File: src/host_port_irq_defs.vh
// constants for the host port and interrupt request block
// assumes it is included by the block's design file only
// Overview of operation
// (RULE1) serial mode: read data leaves on the serial output, one bit per active edge
// (RULE2) serial output moves on shift clock rise if edge select low, fall if high
// (RULE3) one request output merges every internal interrupt source
// (RULE4) global mask bit set to one blocks all sources from the request output
// (RULE5) two mask registers at 11h and 12h mask single sources independently
// (RULE6) status readable as channel summary 80h and status registers 16h and 17h
// (RULE7) two config bits pick push-pull high, push-pull low or open-drain low request
// (RULE8) data bus driven by the device only in read cycles, by the host in writes
// (RULE9) host presents the register address on eight address lines in every parallel access
// (RULE10) request held while any unmasked status bit is set, released otherwise
`ifndef HOST_PORT_IRQ_DEFS_VH
`define HOST_PORT_IRQ_DEFS_VH
// register offsets
`define ADDR_INTERRUPT_MASK_LOW 8'h11
`define ADDR_INTERRUPT_MASK_HIGH 8'h12
`define ADDR_INTERRUPT_STATUS_LOW 8'h16
`define ADDR_INTERRUPT_STATUS_HIGH 8'h17
`define ADDR_GLOBAL_CONFIG_ZERO 8'h40
`define ADDR_CHANNEL_INTERRUPT_SUMMARY 8'h80
// reset values
`define RST_INTERRUPT_MASK 8'hff
`define RST_GLOBAL_CONFIG_ZERO 8'h00
// field positions in global_config_zero
`define GCF_IRQ_PIN_LSB 0
`define GCF_IRQ_PIN_MSB 1
`define GCF_GLOBAL_IRQ_MASK_BIT 2
// request pin types
`define IRQ_PIN_OPEN_DRAIN_LOW 2'h0
`define IRQ_PIN_PUSH_PULL_LOW 2'h1
`define IRQ_PIN_PUSH_PULL_HIGH 2'h2
// serial frame: 8 address bits, 1 read flag, 8 data bits
`define SER_ADDR_BITS 5'h08
`define SER_LAST_BIT 5'h10
`endif

File: src/host_port_irq.v
// host port pins and interrupt request logic of the line interface
// assumes all pins are asynchronous to i_clk_sys and the shift clock is well below 125 MHz
`timescale 1ns/1ps
`include "host_port_irq_defs.vh"

module host_port_irq #(
  parameter NSRC = 16 // interrupt sources, four per channel
) (
  input wire i_clk_sys, // system clock
  input wire i_reset_n, // asynchronous reset, active low
  input wire i_clk_en, // freezes all state while low
  input wire i_serial_mode, // pin: 1 serial host port, 0 parallel
  input wire i_cs_n, // pin: chip select, active low
  input wire i_sclk, // pin: serial shift clock
  input wire i_sdi, // pin: serial data in
  input wire i_shift_edge_select_pin, // pin: 0 rise, 1 fall for serial out
  input wire i_rd_n, // pin: parallel read strobe, active low
  input wire i_wr_n, // pin: parallel write strobe, active low
  input wire [7:0] i_addr, // pin: address bus, host_addr_bit_seven is bit 7
  input wire [7:0] i_data, // pin: data bus level as seen on the wire
  input wire [NSRC-1:0] i_irq_src, // internal interrupt events, one-cycle pulses
  output reg [7:0] o_data, // data bus drive value
  output reg o_data_oe_n, // data bus enable, low while driving
  output reg o_serial_out_pin, // serial data out
  output reg o_irq, // request pin drive value
  output reg o_irq_oe_n // request pin enable, low while driving
);

  ////////////////////////////////////////////////////////////////////////
  // reset release and pin synchronisers
  reg [1:0] rst_q;
  wire rst_n = rst_q[1];
  reg [7:0] meta_q; // first stage, read only by sync_q
  reg [7:0] sync_q;
  reg [7:0] addr_meta_q;
  reg [7:0] addr_q;
  reg [7:0] data_meta_q;
  reg [7:0] din_q;
  reg [7:0] prev_q;

  // reset held two cycles after release
  always @(posedge i_clk_sys or negedge i_reset_n) begin
    if (!i_reset_n) begin
      rst_q <= 2'h0;
    end else if (i_clk_en) begin
      rst_q <= {rst_q[0], 1'b1};
    end
  end

  // two flops on every pin
  always @(posedge i_clk_sys or negedge rst_n) begin
    if (!rst_n) begin
      // idle pin levels, so no false strobe or shift edge follows reset
      meta_q <= 8'h43;
      sync_q <= 8'h43;
      prev_q <= 8'h43;
      addr_meta_q <= 8'h00;
      addr_q <= 8'h00;
      data_meta_q <= 8'h00;
      din_q <= 8'h00;
    end else if (i_clk_en) begin
      meta_q <= {1'b0, i_cs_n, i_serial_mode, i_shift_edge_select_pin, i_sdi, i_sclk, i_rd_n, i_wr_n};
      sync_q <= meta_q;
      prev_q <= sync_q;
      addr_meta_q <= i_addr; // RULE9
      addr_q <= addr_meta_q;
      data_meta_q <= i_data;
      din_q <= data_meta_q;
    end
  end

  // strobes are gated with chip select only after both pass the synchroniser
  wire cs_s = sync_q[6];
  wire wr_s = sync_q[0] | cs_s;
  wire rd_s = sync_q[1] | cs_s;
  wire sclk_s = sync_q[2];
  wire sdi_s = sync_q[3];
  wire edge_sel = sync_q[4];
  wire ser_mode = sync_q[5];
  wire wr_prev = prev_q[0] | prev_q[6];
  wire rd_prev = prev_q[1] | prev_q[6];
  wire wr_rise = wr_s & ~wr_prev & ~ser_mode;
  wire rd_fall = ~rd_s & rd_prev & ~ser_mode;
  wire sclk_rise = sclk_s & ~prev_q[2];
  wire sclk_fall = ~sclk_s & prev_q[2];

  ////////////////////////////////////////////////////////////////////////
  // chip select for serial mode, from the same synchroniser as the strobes
  wire ser_sel = ser_mode & ~cs_s;

  ////////////////////////////////////////////////////////////////////////
  // registers and status
  reg [7:0] mask_lo_q;
  reg [7:0] mask_hi_q;
  reg [7:0] gcf_q;
  reg [NSRC-1:0] status_q;
  reg [4:0] cnt_q;
  reg [7:0] saddr_q;
  reg [7:0] swdata_q;
  reg [7:0] sshift_q;
  reg read_flag_q;

  wire [15:0] mask_all = {mask_hi_q, mask_lo_q};
  wire [15:0] status_all = status_q;
  wire [3:0] chan_sum;

  // per channel summary bit: any status of that channel's four sources
  genvar g;
  generate
    for (g = 0; g < 4; g = g + 1) begin : g_chan
      assign chan_sum[g] = |status_all[4*g+3:4*g]; // RULE6
    end
  endgenerate

  // read value for any address
  function [7:0] read_mux;
    input [7:0] a;
    begin
      case (a)
        `ADDR_INTERRUPT_MASK_LOW: read_mux = mask_lo_q;
        `ADDR_INTERRUPT_MASK_HIGH: read_mux = mask_hi_q;
        `ADDR_INTERRUPT_STATUS_LOW: read_mux = status_all[7:0]; // RULE6
        `ADDR_INTERRUPT_STATUS_HIGH: read_mux = status_all[15:8]; // RULE6
        `ADDR_GLOBAL_CONFIG_ZERO: read_mux = gcf_q;
        `ADDR_CHANNEL_INTERRUPT_SUMMARY: read_mux = {4'h0, chan_sum}; // RULE6
        default: read_mux = 8'h00;
      endcase
    end
  endfunction

  // serial frame decode
  wire ser_bit = ser_sel & sclk_rise & (cnt_q <= `SER_LAST_BIT);
  wire ser_load = ser_bit & (cnt_q == `SER_ADDR_BITS) & sdi_s;
  wire ser_write = ser_bit & (cnt_q == `SER_LAST_BIT) & ~read_flag_q;
  wire [7:0] ser_wdata = {swdata_q[6:0], sdi_s};
  wire ser_shift = ser_sel & read_flag_q & (cnt_q <= `SER_LAST_BIT) & (edge_sel ? sclk_fall : sclk_rise); // no shift past bit 0

  // one write port shared by both host modes
  wire do_write = wr_rise | ser_write;
  wire [7:0] w_addr = ser_mode ? saddr_q : addr_q;
  wire [7:0] w_data = ser_mode ? ser_wdata : din_q;
  wire do_read = rd_fall | ser_load;
  wire [7:0] r_addr = ser_mode ? saddr_q : addr_q;

  // writable registers
  always @(posedge i_clk_sys or negedge rst_n) begin
    if (!rst_n) begin
      mask_lo_q <= `RST_INTERRUPT_MASK;
      mask_hi_q <= `RST_INTERRUPT_MASK;
      gcf_q <= `RST_GLOBAL_CONFIG_ZERO;
    end else if (i_clk_en && do_write) begin
      if (w_addr == `ADDR_INTERRUPT_MASK_LOW) begin
        mask_lo_q <= w_data; // RULE5
      end
      if (w_addr == `ADDR_INTERRUPT_MASK_HIGH) begin
        mask_hi_q <= w_data; // RULE5
      end
      if (w_addr == `ADDR_GLOBAL_CONFIG_ZERO) begin
        gcf_q <= w_data; // RULE4 RULE7
      end
    end
  end

  // sticky status, cleared by a read of its register, a new event wins
  wire clr_lo = do_read & (r_addr == `ADDR_INTERRUPT_STATUS_LOW);
  wire clr_hi = do_read & (r_addr == `ADDR_INTERRUPT_STATUS_HIGH);
  wire [15:0] clr_mask = {{8{clr_hi}}, {8{clr_lo}}};
  always @(posedge i_clk_sys or negedge rst_n) begin
    if (!rst_n) begin
      status_q <= {NSRC{1'b0}};
    end else if (i_clk_en) begin
      status_q <= (status_q & ~clr_mask[NSRC-1:0]) | i_irq_src; // RULE3
    end
  end

  ////////////////////////////////////////////////////////////////////////
  // serial host port
  always @(posedge i_clk_sys or negedge rst_n) begin
    if (!rst_n) begin
      cnt_q <= 5'h00;
      saddr_q <= 8'h00;
      swdata_q <= 8'h00;
      sshift_q <= 8'h00;
      read_flag_q <= 1'b0;
      o_serial_out_pin <= 1'b0;
    end else if (i_clk_en) begin
      if (!ser_sel) begin
        cnt_q <= 5'h00;
        read_flag_q <= 1'b0;
      end else if (ser_bit) begin
        cnt_q <= cnt_q + 5'h01;
        if (cnt_q < `SER_ADDR_BITS) begin
          saddr_q <= {saddr_q[6:0], sdi_s};
        end else if (cnt_q == `SER_ADDR_BITS) begin
          read_flag_q <= sdi_s;
        end else begin
          swdata_q <= ser_wdata;
        end
      end
      // load has priority over a shift on the same edge
      if (ser_load) begin
        sshift_q <= read_mux(saddr_q); // RULE1
      end else if (ser_shift) begin // RULE2
        o_serial_out_pin <= sshift_q[7]; // RULE1
        sshift_q <= {sshift_q[6:0], 1'b0};
      end
    end
  end

  ////////////////////////////////////////////////////////////////////////
  // parallel data bus: driven only while a read strobe is low
  always @(posedge i_clk_sys or negedge rst_n) begin
    if (!rst_n) begin
      o_data <= 8'h00;
      o_data_oe_n <= 1'b1;
    end else if (i_clk_en) begin
      if (rd_fall) begin
        o_data <= read_mux(addr_q);
      end
      o_data_oe_n <= rd_s | ser_mode | ~wr_s; // RULE8
    end
  end

  ////////////////////////////////////////////////////////////////////////
  // interrupt request pin
  wire [1:0] pin_type = gcf_q[`GCF_IRQ_PIN_MSB:`GCF_IRQ_PIN_LSB];
  wire irq_req = ~gcf_q[`GCF_GLOBAL_IRQ_MASK_BIT] & |(status_all[NSRC-1:0] & ~mask_all[NSRC-1:0]); // RULE4 RULE10
  always @(posedge i_clk_sys or negedge rst_n) begin
    if (!rst_n) begin
      o_irq <= 1'b0;
      o_irq_oe_n <= 1'b1;
    end else if (i_clk_en) begin
      case (pin_type) // RULE7
        `IRQ_PIN_OPEN_DRAIN_LOW: begin
          o_irq <= 1'b0;
          o_irq_oe_n <= ~irq_req; // RULE3
        end
        `IRQ_PIN_PUSH_PULL_LOW: begin
          o_irq <= ~irq_req;
          o_irq_oe_n <= 1'b0;
        end
        default: begin
          o_irq <= irq_req;
          o_irq_oe_n <= 1'b0;
        end
      endcase
    end
  end

endmodule // host_port_irq

File: config.mk
export PLATFORM = sky130hd
export DESIGN_NAME = host_port_irq
export DESIGN_NICKNAME = d
export VERILOG_FILES = /design/src/host_port_irq.v
export VERILOG_INCLUDE_DIRS = /design/src
export SDC_FILE = /design/constraint.sdc
export NUM_CORES = 1
export LEC_CHECK = 0
export BUFFER_PORTS_ARGS = -buffer_cell sky130_fd_sc_hd__buf_2
export CAP_MARGIN = 5
export CORE_ASPECT_RATIO = 0.75
export CORE_UTILIZATION = 35
export DETAILED_ROUTE_END_ITERATION = 8
export GPL_TIMING_DRIVEN = 0
export PLACE_DENSITY = 0.63
export RECOVER_POWER = 100
export SETUP_SLACK_MARGIN = 0.3
export SYNTH_ARGS = -nofsm -noshare
export SYNTH_HDL_FRONTEND = slang
export SYNTH_SLANG_ARGS = --single-unit
File: constraint.sdc
create_clock -name i_clk_sys -period 9.8 [get_ports i_clk_sys]
set_input_delay 1.47 -clock i_clk_sys [delete_from_list [all_inputs] [get_ports i_clk_sys]]
set_output_delay 1.47 -clock i_clk_sys [all_outputs]
set_load 0.005 [all_outputs]
==> run summary <==
outcome: finished, violations left
failing checks: capacitance limit, slew limit
post-CTS sizing: 0
RSZ-0062 raised after global routing: false
Antenna Nets Post-Route: 0
dpl cell area: 7070 µm²
largest family of logic cells by synthesized area: multiplexers
Startpoint Class: flop
Root Buffer Master: clkbuf_16
TritonCTS Buffers: 17
Die Width: 159 µm
final period utilization: 53.4%
Via-to-Cell Ratio: 5.46
Setup Skew: 7.26 ps
pin count of the biggest net entering global routing: 72
CP max-delay cell: clkbuf_1
Layout area overhead: 17.5%
worst slack at placement: 6220 ps
worst skew pair latency: 420 ps
Total GRT Usage: 18.4%
Tmin final: 5230 ps
Peak VDD IR: 119 µV
Crit Path Max Fanout: 71
Synth Area in Compound Gates: 11.8%
WL/cell: 19.2 µm
Post-Syn Area: 6480 µm²
crit-path leading delay family: buffers and inverters
total power: 1.53 mW
clock buffer depth: 2
Antenna Cells: 0
Most used DFF post-synth: dfrtp_1
power density over cell area: 201 nW/µm²
Slew @ Worst Pin: 3170 ps
Finished Core Util: 42.6%
final worst slack: 4570 ps
I/O Buffers: 52
slew margin rel.: -111%
DRT Pass-1 Iters: 5
Hold WC Path Type: reg -> reg
crit path buf inv count: 1
DRC: 0
post-route design area: 7610 µm²
Worst EP required: 9620 ps
Critical Path End Type: async pin
crit path kind: reg -> async
ys async rst share: 100%
arrival time at the worst endpoint: 5050 ps
Synth Area per Inst: 12.1 µm²
leakage power: 3.04 nW
routed vias: 4711
synth unique cells: 61
Ports: 54
Cell Rows: 42
GP Congestion: 0.911
post-synthesis mux area share: 19.4%
Adder-Cell Fraction of Synth Area: 0.386%
Final Setup Violations: 0
Worst path max stage delay: 2340 ps
Largest register FFs: 16
final hold violation count: 0
Routed WL: 16600 µm
Die Footprint: 19100 µm²
vias in the first global route: 4751
CTS tree: done
yosys synthesis warning count: 0
Die Y: 120 µm
post-synthesis simple-gate area fraction: 13.2%
Post-CTS Hold Fix Bufs: 0
Detailed Route Iter0 Violations: 285
Synth Area in XOR/XNOR: 0.541%
CTS HTree Levels: 4
Worst-path clk slew: 60 ps
clock sink count: 133
register area share after synthesis: 51.9%
initial antenna violation count: 0
Post-DP HPWL: 12300 µm
core area: 17900 µm²
Initial Utilization: 36.3%
Fin Setup TNS: 0 ps
Fmax: 191 MHz
post-layout net count: 652
number of synthesized flops with an enable pin: 0
#FFs+latches synth: 133
Post-Synthesis Cells: 536
global-route wire length before repair: 26700 µm
max-cap viol count: 3
Pins Over Slew Limit: 144
crit-path cells: clkbuf_1
fillers: 1728
Syn Nets: 580
layout cells sized above 1: 35.7%
GR Overflow Total: 0
total setup buffers inserted after CTS: 0
final timing paths:
| check | start | end | slack, ps | depth (start not counted) |
|---|---|---|---|---|
| min in group asynchronous | i_reset_n | rst_q[0] | 820 | 1 |
| worst min-delay path | rst_q[0] | rst_q[0] | 460 | 1 |
| worst max-delay path | rst_q[1] | sshift_q[3] | 4570 | 1 |
| worst min register to register | rst_q[0] | rst_q[0] | 460 | 1 |
| worst max register to register | rst_q[1] | sshift_q[3] | 4570 | 1 |
| max in group i_clk_sys | i_clk_en | mask_hi_q[7] | 6360 | 4 |
report_power, final:
part	internal [mW]	switching, mW
logic	0.106	0.135
clock network	0.393	0.245
registers	0.605	0.0462
total	1.10	0.426
Yosys cell counts, types with 4 or more instances:
library cell	number	area, µm²
a32o_1	7	70.1
nor4_1	4	25.0
clkbuf_1	18	67.6
nor2_1	27	101
a22oi_1	7	52.6
nor2b_1	15	93.8
mux2_2	103	1160
a22o_1	21	184
dfrtp_1	106	2650
mux2i_1	10	100
o211ai_1	4	30.0
and4b_1	4	40.0
nand2_1	21	78.8
a21oi_1	5	25.0
dfstp_2	27	709
o2bb2ai_1	9	78.8
buf_1	7	26.3
inv_1	13	48.8
nand4_1	8	50.1
a221o_1	4	40.0
a2111oi_0	6	52.6
o21ai_0	16	80.1
nand2b_1	5	31.3
nor3_1	11	55.1
nand3_1	15	75.1
nor3b_1	6	45.0
per-stage QoR:
| stage | instances | hold WS (ps) |
|---|---|---|
| after global placement | 830 | 443 |
| after floorplan | 536 | 431 |
| after CTS | 863 | 462 |
| after global routing | 863 | 478 |
| after detailed placement | 831 | 448 |
| final | 863 | 458 |
per-layer routing:
metal / part of all wire (%) / vias up / wire length [µm] / global-route usage [%]
met4: 1.4 / 0 / 230 / 5.47
li1: - / 2169 / - / -
met3: 5.1 / 25 / 848 / 5.22
met5: 0 / - / 0 / 0
met1: 49 / 2392 / 8160 / 26.4
met2: 44 / 125 / 7340 / 26.9
cell type report:
class / instances / area [µm²] / area share, %
Multi-Input combinational cell: 360 / 2930 / 38.4
Sequential cell: 133 / 3360 / 44.2
Timing Repair Buffer: 53 / 255 / 3.35
Clock buffer: 20 / 467 / 6.13
Inverter: 13 / 48.8 / 0.641
Tap cell: 242 / 303 / 3.98
Clock inverter: 12 / 128 / 1.68
Buffer: 30 / 126 / 1.66
cell usage in the layout, fill, tap and decap left out, drive strengths merged, types with 8 or more instances in the layout:
cell type  synthesis  layout
dfstp             27      27
o2bb2ai            9       9
o21ai             17      17
clkbuf            18      51
nand3             15      15
mux2             103     103
a22o              21      21
dfrtp            106     106
nor3              13      13
buf               12      52
nor3b              8       8
nand2             21      21
mux2i             10      10
nor2b             15      15
inv               13      14
nand4              8       8
nor2              27      27
kinds of logic after synthesis:
family	count (synthesis)
and+or+nand+nor	143
DFF	133
muxes	113
AOI/OAI and AO/OA	98
buffers and inverters	43
xor gates and xnor gates	4
adders and majority gates	2
(Power assumes the default switching activity.)
